## config.mk

```make
export PLATFORM = sky130hd
export DESIGN_NAME = fca_device_flat
export DESIGN_NICKNAME = d
export VERILOG_FILES = /design/src/rtl/fca_pkg.sv /design/src/rtl/fca_link_if.sv /design/src/rtl/fca_device.sv /design/src/rtl/fca_decoder.sv /design/src/flat_wrapper.sv
export SDC_FILE = /design/constraint.sdc
export NUM_CORES = 1
export LEC_CHECK = 0
export BUFFER_PORTS_ARGS = -buffer_cell sky130_fd_sc_hd__buf_2
export CORE_ASPECT_RATIO = 0.9
export CORE_MARGIN = 4
export CORE_UTILIZATION = 57
export DETAILED_ROUTE_END_ITERATION = 10
export PLACE_DENSITY = 0.83
export SKIP_CTS_REPAIR_TIMING = 1
export SLEW_MARGIN = 25
export SYNTH_ARGS = -nofsm -noshare
export SYNTH_HDL_FRONTEND = slang
export SYNTH_SLANG_ARGS = --single-unit
```

## constraint.sdc

```tcl
create_clock -name sys_clk_i -period 3.74 [get_ports sys_clk_i]
set_clock_uncertainty 0.2 [all_clocks]
set_input_delay 0.374 -clock sys_clk_i [delete_from_list [all_inputs] [get_ports sys_clk_i]]
set_output_delay 0.374 -clock sys_clk_i [all_outputs]
set_load 0.01 [all_outputs]
```

## src/rtl/fca_pkg.sv

```systemverilog
/*
 * Shared constants for the flash command acceptor: opcodes, word counts,
 * mode entry values and timing counts.
 * Assumes a 25 MHz single clock shared by both ends.
 */
package fca_pkg;
    localparam logic [7:0] FCA_OP_PROG = 8'hE8;
    localparam logic [7:0] FCA_OP_CFG = 8'h40;
    localparam logic [7:0] FCA_OP_ERASE = 8'h20;
    localparam logic [7:0] FCA_OP_MERASE = 8'h21;
    localparam logic [7:0] FCA_OP_BLANK = 8'h71;
    localparam logic [7:0] FCA_OP_SUSPEND = 8'hB0;
    localparam logic [7:0] FCA_OP_CONFIRM = 8'hD0;
    localparam logic [7:0] FCA_OP_CLEAR = 8'h50;
    localparam logic [7:0] FCA_OP_STOP = 8'hB3;
    localparam logic [7:0] FCA_N_CODE = 8'h40;
    localparam logic [7:0] FCA_N_DATA = 8'h02;
    localparam logic [7:0] FCA_N_CFG = 8'h08;
    localparam logic [15:0] FCA_MODE_READ = 16'h0000;
    localparam logic [15:0] FCA_MODE_CODE = 16'h0001;
    localparam logic [15:0] FCA_MODE_DATA = 16'h0080;
    localparam int FCA_ERR_W = 8;
    localparam int FCA_ERR_ILGL = 0;
    localparam int FCA_ERR_ILGCOM = 1;
    localparam logic [7:0] FCA_ERR_RESET = 8'h00;
    localparam int FCA_CLK_MHZ = 25;
    localparam int FCA_PROC_NS = 400;
    localparam int FCA_PROC_CYC = (FCA_PROC_NS * FCA_CLK_MHZ + 999) / 1000;
    localparam int FCA_BLOCK_W = 8;
    typedef enum logic [3:0] {
        FCA_K_NONE, FCA_K_PROG, FCA_K_CFG, FCA_K_ERASE, FCA_K_MERASE,
        FCA_K_BLANK, FCA_K_SUSPEND, FCA_K_RESUME, FCA_K_CLEAR, FCA_K_STOP
    } fca_kind_type;
endpackage : fca_pkg

```

## src/rtl/fca_link_if.sv

```systemverilog
/*
 * Command-issuing link between the processor-side issuer and the device.
 * Assumes both ends share sys_clk_i; one write is one cycle of cmd_wr.
 */
`timescale 1ns/1ns
interface fca_link_if;
    logic cmd_wr;
    logic [15:0] cmd_data;
    logic [15:0] cmd_block;
    logic [15:0] pe_mode_entry_reg;
    logic sequencer_ready_flag;
    logic suspend_ready_flag;
    logic erase_suspended_flag;
    logic program_suspended_flag;
    logic command_lock_flag;
    logic write_buffer_full_flag;
    logic [7:0] error_flags;
    logic code_access_error;
    logic data_access_error;
    logic ready_irq;
    modport device (
        input cmd_wr, cmd_data, cmd_block, pe_mode_entry_reg,
        output sequencer_ready_flag, suspend_ready_flag, erase_suspended_flag,
        output program_suspended_flag, command_lock_flag, write_buffer_full_flag,
        output error_flags, code_access_error, data_access_error, ready_irq
    );
    modport host (
        output cmd_wr, cmd_data, cmd_block, pe_mode_entry_reg,
        input sequencer_ready_flag, suspend_ready_flag, erase_suspended_flag,
        input program_suspended_flag, command_lock_flag, write_buffer_full_flag,
        input error_flags, code_access_error, data_access_error, ready_irq
    );
endinterface : fca_link_if

```

## src/rtl/fca_device.sv

```systemverilog
/*
 * Device end: sequence decoding, acceptance against mode and state,
 * status flags, command lock and ready interrupt.
 * Assumes the host keeps writes in order; array timing is a fixed count.
 */
`timescale 1ns/1ns
// How it works
// - code program: E8, 40, 64 words, D0
// - data program: E8, 02, 2 words, D0
// - erase 20,D0; blank check 71,D0
// - multi-block erase is 21 then D0
// - B0 suspend, D0 resume, 50 clear, B3 stop
// - configuration: 40, 08, 8 words, D0
// - data writes carry 16-bit words in order
// - ready drops at start, rises at completion
// - ready interrupt on rise when enabled
// - command lock is OR of error flags
// - mode entry value selects allowed commands
// - bad command locks; suspend in idle is ignored
// - forced stop accepted in every state except the count and data-word steps
// - resume only suspended; clear where allowed
// - erase-suspended: program other blocks or blank check only
// - blank check data mode; config code idle
// - host waits while buffer full in config
// - host enters mode, checks status first
// - unlocked S_PE: ready 0, suspend-ready 1
// - suspended flags follow suspension kind
// - status clear wipes errors and lock
// - forced stop aborts and resets status
module fca_device
    import fca_pkg::*;
#(
    parameter int PROC_CYC = FCA_PROC_CYC,
    parameter int CFG_BUF = 4
) (
    input wire logic sys_clk_i,
    input wire logic rst_i,
    input wire logic ready_irq_enable_i,
    output logic [15:0] last_word_o,
    fca_link_if.device link
);
    typedef enum logic [3:0] {
        S_IDLE, S_COUNT, S_WORDS, S_CONFIRM, S_PE, S_CFG, S_BLANK, S_STOP,
        S_PSUSP, S_ESUSP, S_PUNDER
    } fca_state_type;

    fca_state_type st_r, st_nxt;
    fca_kind_type kind_r, kind_nxt, dec_kind;
    logic [7:0] left_r, left_nxt;
    logic [15:0] timer_r, timer_nxt;
    logic [FCA_ERR_W-1:0] err_r, err_nxt;
    logic code_access_error_r, code_access_error_nxt, data_access_error_r, data_access_error_nxt;
    logic [FCA_BLOCK_W-1:0] blk_r, blk_nxt, susp_blk_r, susp_blk_nxt;
    logic erase_job_r, erase_job_nxt;
    logic [15:0] word_r, word_nxt;
    logic rdy_q, irq_r, irq_nxt;
    logic [7:0] buf_cnt_r, buf_cnt_nxt;
    logic code_mode, data_mode, locked, ready;

    fca_decoder u_dec (
        .opcode_i(link.cmd_data[7:0]),
        .kind_o(dec_kind)
    );

    assign code_mode = (link.pe_mode_entry_reg == FCA_MODE_CODE);
    assign data_mode = (link.pe_mode_entry_reg == FCA_MODE_DATA);
    assign locked = |err_r;

    always_comb begin
        case (st_r)
            S_PE, S_CFG, S_BLANK, S_STOP, S_PUNDER: ready = 1'b0;
            default: ready = 1'b1;
        endcase
    end

    always_comb begin
        st_nxt = st_r;
        kind_nxt = kind_r;
        left_nxt = left_r;
        timer_nxt = timer_r;
        err_nxt = err_r;
        code_access_error_nxt = code_access_error_r;
        data_access_error_nxt = data_access_error_r;
        blk_nxt = blk_r;
        susp_blk_nxt = susp_blk_r;
        erase_job_nxt = erase_job_r;
        word_nxt = word_r;
        buf_cnt_nxt = buf_cnt_r;
        if (timer_r != 16'h0000) begin
            timer_nxt = timer_r - 16'h0001;
        end
        // array completion
        if (timer_r == 16'h0001) begin
            buf_cnt_nxt = 8'h00;
            case (st_r)
                S_PUNDER: st_nxt = S_ESUSP;
                S_PE, S_CFG, S_BLANK, S_STOP: st_nxt = S_IDLE;
                default: st_nxt = st_r;
            endcase
        end
        // the array drains one buffered word per cycle without a write
        if (!link.cmd_wr && buf_cnt_r != 8'h00) begin
            buf_cnt_nxt = buf_cnt_r - 8'h01;
        end
        if (link.cmd_wr) begin
            if (link.pe_mode_entry_reg == FCA_MODE_READ) begin
                st_nxt = st_r; // no command is taken in read mode
            end else if (dec_kind == FCA_K_STOP && st_r != S_COUNT && st_r != S_WORDS) begin
                st_nxt = S_STOP;
                timer_nxt = 16'(PROC_CYC);
                err_nxt = FCA_ERR_RESET;
                code_access_error_nxt = 1'b0;
                data_access_error_nxt = 1'b0;
                erase_job_nxt = 1'b0;
                kind_nxt = FCA_K_STOP;
            end else begin
                case (st_r)
                    S_COUNT: begin
                        left_nxt = link.cmd_data[7:0];
                        st_nxt = S_WORDS;
                        if (kind_r == FCA_K_CFG ? link.cmd_data[7:0] != FCA_N_CFG
                            : (code_mode ? link.cmd_data[7:0] != FCA_N_CODE
                            : link.cmd_data[7:0] != FCA_N_DATA)) begin
                            err_nxt[FCA_ERR_ILGCOM] = 1'b1;
                            st_nxt = S_IDLE;
                        end
                    end
                    S_WORDS: begin
                        word_nxt = link.cmd_data;
                        left_nxt = left_r - 8'h01;
                        if (kind_r == FCA_K_CFG) begin
                            buf_cnt_nxt = buf_cnt_r + 8'h01;
                        end
                        if (left_r == 8'h01) begin
                            st_nxt = S_CONFIRM;
                        end
                    end
                    S_CONFIRM: begin
                        buf_cnt_nxt = 8'h00;
                        if (link.cmd_data[7:0] != FCA_OP_CONFIRM) begin
                            err_nxt[FCA_ERR_ILGCOM] = 1'b1;
                            st_nxt = (kind_r == FCA_K_PROG && erase_job_r) ? S_ESUSP : S_IDLE;
                        end else begin
                            timer_nxt = 16'(PROC_CYC);
                            case (kind_r)
                                FCA_K_CFG: st_nxt = S_CFG;
                                FCA_K_BLANK: st_nxt = S_BLANK;
                                FCA_K_PROG: st_nxt = erase_job_r ? S_PUNDER : S_PE;
                                default: begin
                                    st_nxt = S_PE;
                                    erase_job_nxt = 1'b1;
                                end
                            endcase
                        end
                    end
                    S_PE: begin
                        if (dec_kind == FCA_K_SUSPEND && !locked) begin
                            st_nxt = erase_job_r ? S_ESUSP : S_PSUSP;
                            susp_blk_nxt = blk_r;
                            timer_nxt = 16'h0000;
                        end else begin
                            err_nxt[FCA_ERR_ILGL] = 1'b1;
                        end
                    end
                    S_IDLE, S_PSUSP, S_ESUSP: begin
                        kind_nxt = dec_kind;
                        blk_nxt = link.cmd_block[FCA_BLOCK_W-1:0];
                        case (dec_kind)
                            FCA_K_SUSPEND: begin
                                if (st_r != S_IDLE && !locked) begin
                                    err_nxt[FCA_ERR_ILGL] = 1'b1;
                                end
                            end
                            FCA_K_CLEAR: begin
                                if (locked || st_r == S_IDLE) begin
                                    err_nxt = FCA_ERR_RESET;
                                    code_access_error_nxt = 1'b0;
                                    data_access_error_nxt = 1'b0;
                                end
                            end
                            FCA_K_RESUME: begin
                                if (!locked && st_r != S_IDLE) begin
                                    st_nxt = S_PE;
                                    timer_nxt = 16'(PROC_CYC);
                                    erase_job_nxt = (st_r == S_ESUSP);
                                end else begin
                                    err_nxt[FCA_ERR_ILGL] = 1'b1;
                                end
                            end
                            default: begin
                                if (locked || dec_kind == FCA_K_NONE
                                    || (st_r == S_PSUSP && dec_kind != FCA_K_BLANK)
                                    || (st_r == S_ESUSP && dec_kind != FCA_K_PROG
                                        && dec_kind != FCA_K_BLANK)
                                    || (st_r == S_ESUSP && dec_kind == FCA_K_PROG
                                        && link.cmd_block[FCA_BLOCK_W-1:0] == susp_blk_r)
                                    || (dec_kind == FCA_K_MERASE && !data_mode)
                                    || (dec_kind == FCA_K_BLANK && !data_mode)
                                    || (dec_kind == FCA_K_CFG
                                        && (!code_mode || st_r != S_IDLE))) begin
                                    err_nxt[FCA_ERR_ILGL] = 1'b1;
                                end else if (dec_kind == FCA_K_PROG || dec_kind == FCA_K_CFG) begin
                                    st_nxt = S_COUNT;
                                end else begin
                                    st_nxt = S_CONFIRM;
                                end
                            end
                        endcase
                    end
                    default: err_nxt[FCA_ERR_ILGL] = 1'b1;
                endcase
            end
        end
        irq_nxt = ready && !rdy_q && ready_irq_enable_i;
    end

    always_ff @(posedge sys_clk_i or posedge rst_i) begin
        if (rst_i) begin
            st_r <= S_IDLE;
            kind_r <= FCA_K_NONE;
            left_r <= 8'h00;
            timer_r <= 16'h0000;
            err_r <= FCA_ERR_RESET;
            code_access_error_r <= 1'b0;
            data_access_error_r <= 1'b0;
            blk_r <= '0;
            susp_blk_r <= '0;
            erase_job_r <= 1'b0;
            word_r <= 16'h0000;
            rdy_q <= 1'b1;
            irq_r <= 1'b0;
            buf_cnt_r <= 8'h00;
        end else begin
            st_r <= st_nxt;
            kind_r <= kind_nxt;
            left_r <= left_nxt;
            timer_r <= timer_nxt;
            err_r <= err_nxt;
            code_access_error_r <= code_access_error_nxt;
            data_access_error_r <= data_access_error_nxt;
            blk_r <= blk_nxt;
            susp_blk_r <= susp_blk_nxt;
            erase_job_r <= (st_nxt == S_IDLE) ? 1'b0 : erase_job_nxt;
            word_r <= word_nxt;
            rdy_q <= ready;
            irq_r <= irq_nxt;
            buf_cnt_r <= buf_cnt_nxt;
        end
    end

    assign link.sequencer_ready_flag = ready;
    assign link.suspend_ready_flag = (st_r == S_PE) && !locked;
    assign link.erase_suspended_flag = (st_r == S_ESUSP) || (st_r == S_PUNDER);
    assign link.program_suspended_flag = (st_r == S_PSUSP);
    assign link.command_lock_flag = locked;
    assign link.error_flags = err_r;
    assign link.code_access_error = code_access_error_r;
    assign link.data_access_error = data_access_error_r;
    assign link.write_buffer_full_flag = (buf_cnt_r >= 8'(CFG_BUF));
    assign link.ready_irq = irq_r;
    assign last_word_o = word_r;
endmodule : fca_device

```

## src/rtl/fca_decoder.sv

```systemverilog
/*
 * Opcode classifier for the first write of a command sequence.
 * Assumes only the low byte of the written word carries the opcode.
 */
`timescale 1ns/1ns
module fca_decoder
    import fca_pkg::*;
(
    input wire logic [7:0] opcode_i,
    output fca_kind_type kind_o
);
    always_comb begin
        case (opcode_i)
            FCA_OP_PROG: kind_o = FCA_K_PROG;
            FCA_OP_CFG: kind_o = FCA_K_CFG;
            FCA_OP_ERASE: kind_o = FCA_K_ERASE;
            FCA_OP_BLANK: kind_o = FCA_K_BLANK;
            FCA_OP_MERASE: kind_o = FCA_K_MERASE;
            FCA_OP_SUSPEND: kind_o = FCA_K_SUSPEND;
            FCA_OP_CONFIRM: kind_o = FCA_K_RESUME;
            FCA_OP_CLEAR: kind_o = FCA_K_CLEAR;
            FCA_OP_STOP: kind_o = FCA_K_STOP;
            default: kind_o = FCA_K_NONE;
        endcase
    end
endmodule : fca_decoder

```

## src/flat_wrapper.sv

```systemverilog
// flat-port wrapper written by rule: the top's interface ports become plain ports
module fca_device_flat import fca_pkg::*;
#(
    parameter int PROC_CYC = FCA_PROC_CYC,
    parameter int CFG_BUF = 4
)
  (sys_clk_i, rst_i, ready_irq_enable_i, last_word_o, link_cmd_wr, link_cmd_data, link_cmd_block, link_pe_mode_entry_reg, link_sequencer_ready_flag, link_suspend_ready_flag, link_erase_suspended_flag, link_program_suspended_flag, link_command_lock_flag, link_write_buffer_full_flag, link_error_flags, link_code_access_error, link_data_access_error, link_ready_irq);
  fca_link_if link_i ();
  input wire logic sys_clk_i;
  input wire logic rst_i;
  input wire logic ready_irq_enable_i;
  output logic [15:0] last_word_o;
  input wire logic [$bits(link_i.cmd_wr)-1:0] link_cmd_wr;
  input wire logic [$bits(link_i.cmd_data)-1:0] link_cmd_data;
  input wire logic [$bits(link_i.cmd_block)-1:0] link_cmd_block;
  input wire logic [$bits(link_i.pe_mode_entry_reg)-1:0] link_pe_mode_entry_reg;
  output wire logic [$bits(link_i.sequencer_ready_flag)-1:0] link_sequencer_ready_flag;
  output wire logic [$bits(link_i.suspend_ready_flag)-1:0] link_suspend_ready_flag;
  output wire logic [$bits(link_i.erase_suspended_flag)-1:0] link_erase_suspended_flag;
  output wire logic [$bits(link_i.program_suspended_flag)-1:0] link_program_suspended_flag;
  output wire logic [$bits(link_i.command_lock_flag)-1:0] link_command_lock_flag;
  output wire logic [$bits(link_i.write_buffer_full_flag)-1:0] link_write_buffer_full_flag;
  output wire logic [$bits(link_i.error_flags)-1:0] link_error_flags;
  output wire logic [$bits(link_i.code_access_error)-1:0] link_code_access_error;
  output wire logic [$bits(link_i.data_access_error)-1:0] link_data_access_error;
  output wire logic [$bits(link_i.ready_irq)-1:0] link_ready_irq;
  assign link_i.cmd_wr = link_cmd_wr;
  assign link_i.cmd_data = link_cmd_data;
  assign link_i.cmd_block = link_cmd_block;
  assign link_i.pe_mode_entry_reg = link_pe_mode_entry_reg;
  assign link_sequencer_ready_flag = link_i.sequencer_ready_flag;
  assign link_suspend_ready_flag = link_i.suspend_ready_flag;
  assign link_erase_suspended_flag = link_i.erase_suspended_flag;
  assign link_program_suspended_flag = link_i.program_suspended_flag;
  assign link_command_lock_flag = link_i.command_lock_flag;
  assign link_write_buffer_full_flag = link_i.write_buffer_full_flag;
  assign link_error_flags = link_i.error_flags;
  assign link_code_access_error = link_i.code_access_error;
  assign link_data_access_error = link_i.data_access_error;
  assign link_ready_irq = link_i.ready_irq;
  fca_device #(.PROC_CYC(PROC_CYC), .CFG_BUF(CFG_BUF)) u_core (.sys_clk_i(sys_clk_i), .rst_i(rst_i), .ready_irq_enable_i(ready_irq_enable_i), .last_word_o(last_word_o), .link(link_i));
endmodule
```

==> results of run 1 <==
flip-flops by register name (all words and copies together), names as in the netlist, 2 cells and up:
register,count
u_core.susp_blk_r,8
u_core.buf_cnt_r,8
u_core.link.error_flags,2
u_core.timer_r,16
u_core.blk_r,8
u_core.left_r,8
u_core.last_word_o,16
u_core.kind_r,4
u_core.st_r,4
power groups by stage:
stage	clock network [W]	logic [W]	registers (W)
detailed placement	0	0.00102	0.00140
global placement	0	0.000974	0.00137
finish	0.000645	0.00103	0.00139
global route	0.000700	0.00116	0.00143
CTS	0.000661	0.00103	0.00138
floorplan	0	0.000734	0.00136
cells by family after synthesis:
family,share of synthesized area (%)
fa+ha+maj,1.76
buf+inv,5.53
compound gates,16.7
xor+xnor,4.75
other cells,0.0753
flops,38.7
mux,8.32
simple gates,24.2
stage by stage:
stage,cell area (um^2),util (%),total power (W),hold WS [ns],instances
after floorplan,5000,-,0.00210,0.277,567
after global placement,5380,63.1,0.00235,0.141,728
after detailed placement,5380,63.1,0.00242,0.147,728
after CTS,5580,65.4,0.00307,-0.243,744
after global routing,5600,65.6,0.00330,0.0249,745
final,5600,65.6,0.00307,0.0419,745
worst max-delay path: stages (launching register included):
cell and delay (ns):
dfrtp_1 0.42, or4_1 0.62, nand2b_1 0.31, or2_0 0.40
o221ai_1 0.27, a31oi_1 0.07, o31a_1 0.32, o41a_1 0.41
cell usage after synthesis, types with 7 or more instances:
cell / number / share of area [%]
nand4_1: 7 / 0.88
o211ai_1: 7 / 1.1
nor3_1: 16 / 1.6
nor3b_1: 8 / 1.2
nand2b_1: 9 / 1.1
dfrtp_1: 76 / 38
nand2_1: 35 / 2.6
nor4_1: 19 / 2.4
o21ai_0: 25 / 2.5
a21oi_1: 41 / 4.1
mux2_2: 35 / 7.9
buf_4: 8 / 1.2
and3_1: 7 / 0.88
ha_1: 7 / 1.8
xor2_1: 13 / 2.3
nand3_1: 21 / 2.1
clkbuf_1: 24 / 1.8
xnor2_1: 14 / 2.5
inv_1: 18 / 1.4
nor2_1: 60 / 4.5
or4_1: 8 / 1.2
worst paths after layout:
kind / startpoint / endpoint / depth (start not counted)
max: u_core.timer_r[9] / u_core.erase_job_r / 7
min in group asynchronous: rst_i / u_core.timer_r[0] / 3
min reg2reg: u_core.last_word_o[1] / u_core.last_word_o[1] / 2
max in group asynchronous: rst_i / u_core.rdy_q / 4
min: link_cmd_data[10] / u_core.last_word_o[10] / 2
max reg2reg: u_core.timer_r[9] / u_core.erase_job_r / 7
cell type report:
class                           count  area [um^2]  share of cell area [%]
Multi-Input combinational cell    433         2810                    50.2
Sequential cell                    77         1930                    34.5
Timing Repair Buffer               81          440                    7.87
Tap cell                          119          149                    2.66
Clock buffer                        9          124                    2.21
Clock inverter                      7         75.1                    1.34
Inverter                           19         71.3                    1.27
per-layer routing:
metal	global-route usage, %	share of wire [%]	up-vias
li1	-	-	2171
met1	35.6	42	2191
met2	39.2	46	255
met3	7.14	9.5	41
met4	8.46	2.4	0
met5	0	0	-
==> summary.md, run 1 <==
| Metric | Value |
|---|---|
| Rel. slew slack | 36.2% |
| CTS clock-pin slew for the worst setup and hold paths | 0.08 ns |
| Library cells used by synthesis | 69 |
| PortBufs | 68 |
| Synth warn | 0 |
| Mean post-synth cell area | 8.89 um^2 |
| Pwr/cell area | 548 mW/mm^2 |
| Nets | 680 |
| Combinational share of power | 33.5% |
| Wirelength per Cell | 17.1 um |
| Crit path DAT | 3.18 ns |
| Num CTS Buffers | 9 |
| Die X | 107 um |
| Htree depth | 3 |
| Status | finished, final reports clean |
| CP max FO | 8 |
| Number of global-route vias before repair | 4,543 |
| Final worst slack | 0.607 ns |
| Most frequent cells in the layout | 76 x dfrtp_1, 68 x buf_2, 60 x nor2_1 |
| Max-Cap Viols | 0 |
| Final setup violating endpoints | 0 |
| GRT Util Overall | 25.7% |
| Die Ht | 96.7 um |
| Hold Fails Final Rpt | 0 |
| Hold WC Path Type | input port to flip-flop |
| Largest net degree at the start of global routing | 37 |
| Via count | 4,658 |
| Vias per cell | 6.25 |
| Ports | 85 |
| Setup tns final | 0 ns |
| RSZ-0062 raised after global routing | false |
| Peak supply drop | 258 uV |
| Final Max Slew Viols | 0 |
| 1st-iter DRT viols | 609 |
| Initial Utilization | 58.4% |
| Core box area | 0.00853 mm^2 |
| Setup crit end kind | flip-flop |
| # fillers | 725 |
| Commonest non-fill, non-tap cell in the layout | dfrtp_1 |
| Clk Latency, worst-skew pair | 0.36 ns |
| Clock Tree Root | clkbuf_8 |
| Share of cells above drive strength 1 | 23.5% |
| Register share of total power | 45.4% |
| DR pass1 iterations | 6 |
| Pre-CTS WS | 0.380 ns |
| DRC | 0 |
| Async SR Flop Fraction | 100% |
| Row cnt | 32 |
| Synth Cell Area | 0.00498 mm^2 |
| Period Utilization, post-route | 83.8% |
| GRT overflow | 0 |
| Dominant synthesized flop cell | dfrtp_1 |
| Initial antenna violation count | 0 |
| WL final | 12,800 um |
| Worst path required time | 3.78 ns |
| LEAKAGE | 2.43 nW |
| Die area | 0.0103 mm^2 |
| Max clock buf depth | 2 |
| CP Class | flip-flop to flip-flop |
| Switching component of the power | 0.00116 W |
| Sw Share | 38.0% |
| TritonCTS clock tree | done |
| Max Fclk | 319 MHz |
| Clock sinks | 77 |
| Crit path launch type | flip-flop |
| Post-synth EDFFs | 0 |
| Internal cell power | 0.00190 W |
| Detail Route Antenna Nets | 0 |
| Synthesis-stage register bit count | 77 |
| Post-Syn Instances | 560 |
| RD Place Congestion | 0.961 |
| Reg2Reg Setup Slack | 0.61 ns |
| First-pass GRT wire length | 21,700 um |
| Synth-to-Final Area Change | 12.4% |
| Sequential share of the synthesized area | 38.7% |
| Period minus WS final | 3.13 ns |
| DP Wirelength | 9300 um |
| Clock share of power | 21.1% |
| Worst Tran Pin Value | 0.948 ns |
| Ant. Diodes | 0 |
Power figures use the tool's default switching activity.
==> run 2: changes to the inputs <==
CORE_UTILIZATION = 52   (was 57)
PLACE_DENSITY = 0.8   (was 0.83)
clock period = 2.55 ns   (was 3.74 ns; I/O delays follow)
==> run 2 against run 1 <==
Compared with the run above:
- the flow now finishes with violations (negative setup slack)
- final cell count up 16%
- via count up 12%
- worst hold slack better by 0.035 ns
- die area up 8.8%
- total power up 63%
- first-iteration DRC count down 14%
- routed wire length up 21%
- sequential cell count unchanged
- global-route usage up 1.2 points
- fmax up 18%
- non-clock buffer count up 114
- sequential share of layout area down 5.8 points
==> summary.md, run 2 (synthesized netlist as in run 1, its figures left out) <==
| Metric | Value |
|---|---|
| Via count | 5,204 (+12%) |
| Pwr/cell area | 744 mW/mm^2 (+36%) |
| Detail Route Antenna Nets | 0 (unchanged) |
| Status | finished, violations left |
| Die area | 0.0112 mm^2 (+8.8%) |
| Initial antenna violation count | 0 (unchanged) |
| Setup crit end kind | flip-flop |
| Ports | 85 (unchanged) |
| Sw Share | 38.4% (+0.45 points) |
| # fillers | 682 (-5.9%) |
| Internal cell power | 0.00308 W (+62%) |
| Final setup violating endpoints | 6 (+6) |
| Period minus WS final | 2.65 ns (-0.488 ns) |
| Switching component of the power | 0.00193 W (+65%) |
| Max Fclk | 378 MHz (+18%) |
| Core box area | 0.00921 mm^2 (+8.0%) |
| Crit path DAT | 2.69 ns (-0.49 ns) |
| Worst path required time | 2.59 ns (-1.19 ns) |
| Num CTS Buffers | 9 (unchanged) |
| Final Max Slew Viols | 0 (unchanged) |
| Crit path launch type | flip-flop |
| CP max FO | 8 (unchanged) |
| GRT overflow | 0 (unchanged) |
| Nets | 794 (+17%) |
| Ant. Diodes | 0 (unchanged) |
| Wirelength per Cell | 17.9 um (+4.4%) |
| CTS clock-pin slew for the worst setup and hold paths | 0.09 ns (about the same) |
| GRT Util Overall | 26.9% (+1.2 points) |
| Most frequent cells in the layout | 104 x buf_4, 75 x dfrtp_1, 68 x buf_2 |
| Hold Fails Final Rpt | 0 (unchanged) |
| Clock sinks | 77 (unchanged) |
| Vias per cell | 6.04 (-3.4%) |
| Combinational share of power | 39.2% (+5.7 points) |
| Cell area after placement | 0.00621 mm^2 (+15%) |
| DRC | 0 (unchanged) |
| Final worst slack | -0.0955 ns (-0.702 ns) |
| Htree depth | 3 (unchanged) |
| Multi-input logic area | 0.00297 mm^2 (+5.9%) |
| Final Power | 0.00501 W (+63%) |
| Clk Latency, worst-skew pair | 0.36 ns (about the same) |
| Rel. slew slack | 56.4% (+20 points) |
| DP Wirelength | 11,300 um (+21%) |
| RD Place Congestion | 0.966 (+0.53%) |
| PortBufs | 68 (unchanged) |
| Design area | 0.00673 mm^2 (+20%) |
| Number of global-route vias before repair | 5,114 (+13%) |
| Commonest non-fill, non-tap cell in the layout | buf_4 |
| LEAKAGE | 3.03 nW (+25%) |
| DR pass1 iterations | 6 (unchanged) |
| Reg area | 0.00193 mm^2 (about the same) |
| Die X | 111 um (+4.3%) |
| Max clock buf depth | 2 (unchanged) |
| Period Utilization, post-route | 104% (+20 points) |
| Row cnt | 33 (+3.1%) |
| TritonCTS clock tree | done |
| Initial Utilization | 54.1% (-4.3 points) |
| Worst Tran Pin Value | 0.645 ns (-0.304 ns) |
| Hold WC Path Type | input port to flip-flop |
| Failing checks | negative setup slack |
| First-pass GRT wire length | 24,800 um (+14%) |
| Clock share of power | 19.8% (-1.3 points) |
| 1st-iter DRT viols | 524 (-14%) |
| Clock Tree Root | clkbuf_8 |
| CP Class | flip-flop to flip-flop |
| WL final | 15,400 um (+21%) |
| Die Ht | 101 um (+4.3%) |
| Register share of total power | 41.0% (-4.4 points) |
| Share of cells above drive strength 1 | 35.9% (+12 points) |
| RSZ-0062 raised after global routing | true |
| Largest net degree at the start of global routing | 57 (+54%) |
| Max-Cap Viols | 0 (unchanged) |
| Synth-to-Final Area Change | 35.1% |
| Peak supply drop | 442 uV (+72%) |
==> run 2: worst paths after layout <==
kind,slack [ns],from,cells past startpoint,to
setup / recovery,-0.1,u_core.timer_r[11],7,u_core.erase_job_r
hold / removal,0.08,link_cmd_data[0],4,u_core.left_r[0]
setup reg to reg,-0.1,u_core.timer_r[11],7,u_core.erase_job_r
hold reg to reg,0.30,u_core.last_word_o[1],2,u_core.last_word_o[1]
max in group asynchronous,1.18,rst_i,4,u_core.rdy_q
min in group asynchronous,0.25,rst_i,3,u_core.last_word_o[1]
==> run 2: area by class of cell <==
| type | instances | area share, % |
|---|---|---|
| Inverter | 19 | 1.06 |
| Clock buffer | 9 | 1.84 |
| Timing Repair Buffer | 195 | 20.7 |
| Clock inverter | 7 | 1.23 |
| Multi-Input combinational cell | 433 | 44.2 |
| Sequential cell | 77 | 28.7 |
| Tap cell | 122 | 2.27 |
==> run 2: critical path, stage by stage (launching register included) <==
cell and delay [ns]:
dfrtp_1 0.38, or4_4 0.55, nand2b_4 0.21, or2_4 0.27
o221ai_2 0.18, a31oi_1 0.06, o31a_1 0.28, o41a_1 0.40
==> run 2: power by group through the flow <==
stage          Combinational [W]  Clock [W]  Sequential (W)
5_1_grt                  0.00216    0.00108         0.00211
3_3_place_gp             0.00176          0         0.00199
6_report                 0.00196   0.000990         0.00205
2_1_floorplan            0.00113          0         0.00200
3_5_place_dp             0.00184          0         0.00203
4_1_cts                  0.00185    0.00101         0.00201
==> run 2: through the flow <==
step	TNS [ns]	util, %	setup slack [ns]	hold WS, ns	instances
floorplan	-0.385	-	-0.186	0.188	567
global placement	-5.03	67.4	-0.293	0.0951	826
detailed placement	-6.98	67.4	-0.301	0.101	826
CTS	-1.08	69.7	-0.202	-0.292	842
global route	-0.919	73.1	-0.165	0.0908	862
finish	-0.300	73.1	-0.0955	0.0766	862
==> run 2: per-layer routing <==
layer	wire length (um)	vias to the layer above	share of wire, %	GRT usage (%)
met5	0	-	0	0
met4	323	0	2.1	8.70
met3	1070	41	7.0	4.50
met2	7380	233	48	45.4
met1	6630	2536	43	35.6
li1	-	2394	-	-
==> run 3: changes to the inputs <==
RECOVER_POWER = 100   (was not set)
==> run 3 against run 2 <==
Compared with the run above:
- the run still ends with negative setup slack left
- final area down 1.2%
- combinational power hardly changed
- critical path type unchanged
- fmax fell by 0.16%
- largest cell class unchanged
- via count is 0.61% lower
- sequential share of layout area rose by 0.36 points
- sequential cell count is the same
- routed wire length hardly changed
- largest power group unchanged
- critical path depth did not move
- non-clock buffer count did not move
- critical endpoint unchanged
- worst hold slack worse by 0.0033 ns
==> summary.md, run 3 (synthesized netlist as in run 1, its figures left out) <==
| Metric | Value |
|---|---|
| Status | finished, violations left |
| Failing checks | negative setup slack |
| Die Ht | 101 um (unchanged) |
| Ports | 85 (unchanged) |
| Design area | 0.00664 mm^2 (-1.2%) |
| Share of cells above drive strength 1 | 32.2% (-3.8 points) |
| Commonest non-fill, non-tap cell in the layout | buf_4 |
| Num CTS Buffers | 9 (unchanged) |
| Cell area after placement | 0.00621 mm^2 (unchanged) |
| Worst path slowest cell | or4_4 |
| Detail Route Antenna Nets | 0 (unchanged) |
| Core box area | 0.00921 mm^2 (unchanged) |
| Placed Cells | 826 (unchanged) |
| Clock sinks | 77 (unchanged) |
| CTS clock-pin slew for the worst setup and hold paths | 0.09 ns (about the same) |
| Largest net degree at the start of global routing | 57 (unchanged) |
| Hold WC Path Type | input port to flip-flop |
| Wirelength per Cell | 17.9 um (about the same) |
| Synth-to-Final Area Change | 33.4% |
| Ant. Diodes | 0 (unchanged) |
| DP Wirelength | 11,300 um (unchanged) |
| Peak supply drop | 442 uV (about the same) |
| Nets | 794 (unchanged) |
| Clk Latency, worst-skew pair | 0.36 ns (about the same) |
| CP Class | flip-flop to flip-flop |
| Pwr/cell area | 749 mW/mm^2 (+0.67%) |
| PortBufs | 68 (unchanged) |
| Final setup violating endpoints | 6 (unchanged) |
| TritonCTS clock tree | done |
| Max-Cap Viols | 0 (unchanged) |
| First-pass GRT wire length | 24,800 um (unchanged) |
| RSZ-0062 raised after global routing | true |
| Non-Filler Instances | 862 (unchanged) |
| Final worst slack | -0.0998 ns (-0.00434 ns) |
| LEAKAGE | 2.91 nW (-3.8%) |
| Initial antenna violation count | 0 (unchanged) |
| Row cnt | 33 (unchanged) |
| Crit path launch type | flip-flop |
| Final Power | 0.00498 W (-0.59%) |
| RD Place Congestion | 0.966 (unchanged) |
| GRT Util Overall | 26.9% (unchanged) |
| Die X | 111 um (unchanged) |
| WL final | 15,400 um (about the same) |
| CP max FO | 8 (unchanged) |
| Setup crit end kind | flip-flop |
| Period Utilization, post-route | 104% (+0.17 points) |
| Reg2Reg Setup Slack | -0.1 ns (about the same) |
| DRC | 0 (unchanged) |
| Worst Path Buf+Inv | 0 (unchanged) |
| GRT overflow | 0 (unchanged) |
| Initial Utilization | 54.1% (unchanged) |
| Via count | 5,172 (-0.61%) |
| Die area | 0.0112 mm^2 (unchanged) |
| Worst Tran Pin Value | 0.811 ns (+0.166 ns) |
| Vias per cell | 6.00 (-0.61%) |
| Crit path DAT | 2.69 ns (about the same) |
| Period minus WS final | 2.65 ns (+0.00434 ns) |
| Critical path, cell by cell | or4_4, nand2b_4, or2_4, o221ai_2, a31oi_1, o31a_1, o41a_1 |
| Worst path required time | 2.59 ns (about the same) |
| 1st-iter DRT viols | 509 (-2.9%) |
| Largest delay share family, worst path | simple AND/OR/NAND/NOR gates |
| Number of global-route vias before repair | 5,114 (unchanged) |
| DR pass1 iterations | 7 (+1) |
| Final Max Slew Viols | 0 (unchanged) |
| Clock Tree Root | clkbuf_8 |
| Max Fclk | 377 MHz (-0.16%) |
| Rel. slew slack | 46.0% (-10 points) |
| Crit-path max cell delay | 0.55 ns (about the same) |
| Htree depth | 3 (unchanged) |
| Most frequent cells in the layout | 99 x buf_4, 75 x dfrtp_1, 60 x nor2_1 |
| Max clock buf depth | 2 (unchanged) |
| Hold Fails Final Rpt | 0 (unchanged) |
==> run 3: routing by layer <==
metal / up-vias / wire, um / global-route usage (%) / part of all wire [%]
li1: 2396 / - / - / -
met1: 2522 / 6640 / 35.6 / 43
met2: 223 / 7380 / 45.4 / 48
met3: 31 / 1120 / 4.50 / 7.3
met4: 0 / 290 / 8.70 / 1.9
met5: - / 0 / 0 / 0
==> run 3: path summary, 6_finish.rpt <==
kind                                        from                     to  cells past startpoint
max reg2reg                   u_core.timer_r[11]     u_core.erase_job_r                      7
min reg2reg                u_core.last_word_o[1]  u_core.last_word_o[1]                      2
max                           u_core.timer_r[11]     u_core.erase_job_r                      7
max in group asynchronous                  rst_i      u_core.timer_r[3]                      4
min in group asynchronous                  rst_i  u_core.last_word_o[1]                      3
min                             link_cmd_data[0]       u_core.left_r[0]                      4
==> run 3: per-stage QoR <==
step	worst slack [ns]	setup TNS, ns	hold WS (ns)	util [%]
after floorplan	-0.186	-0.385	0.188	-
after global placement	-0.293	-5.03	0.0951	67.4
after detailed placement	-0.301	-6.98	0.101	67.4
after CTS	-0.202	-1.08	-0.292	69.7
after global routing	-0.165	-1.07	0.0909	72.1
final	-0.0998	-0.301	0.0733	72.1
==> run 3: power breakdown <==
part / switching [W] / total, W / internal (W)
logic: 0.000990 / 0.00193 / 0.000941
registers: 0.000416 / 0.00206 / 0.00164
clock network: 0.000523 / 0.000990 / 0.000468
total: 0.00193 / 0.00498 / 0.00305
==> run 3: final cells by class <==
| type | instances | area, um^2 |
|---|---|---|
| fillers | 707 | 2560 |
| clock buffers | 9 | 124 |
| flip-flops and latches | 77 | 1930 |
| clock inverters | 7 | 82.6 |
| multi-input cells | 433 | 2960 |
| well taps | 122 | 153 |
| repair buffers | 195 | 1330 |
| inverters | 19 | 71.3 |
==> run 3: tightest hold or removal path: stages <==
cell,delay [ns]
buf_2,0.09
buf_4,0.14
nand3_1,0.06
nand2_1,0.06
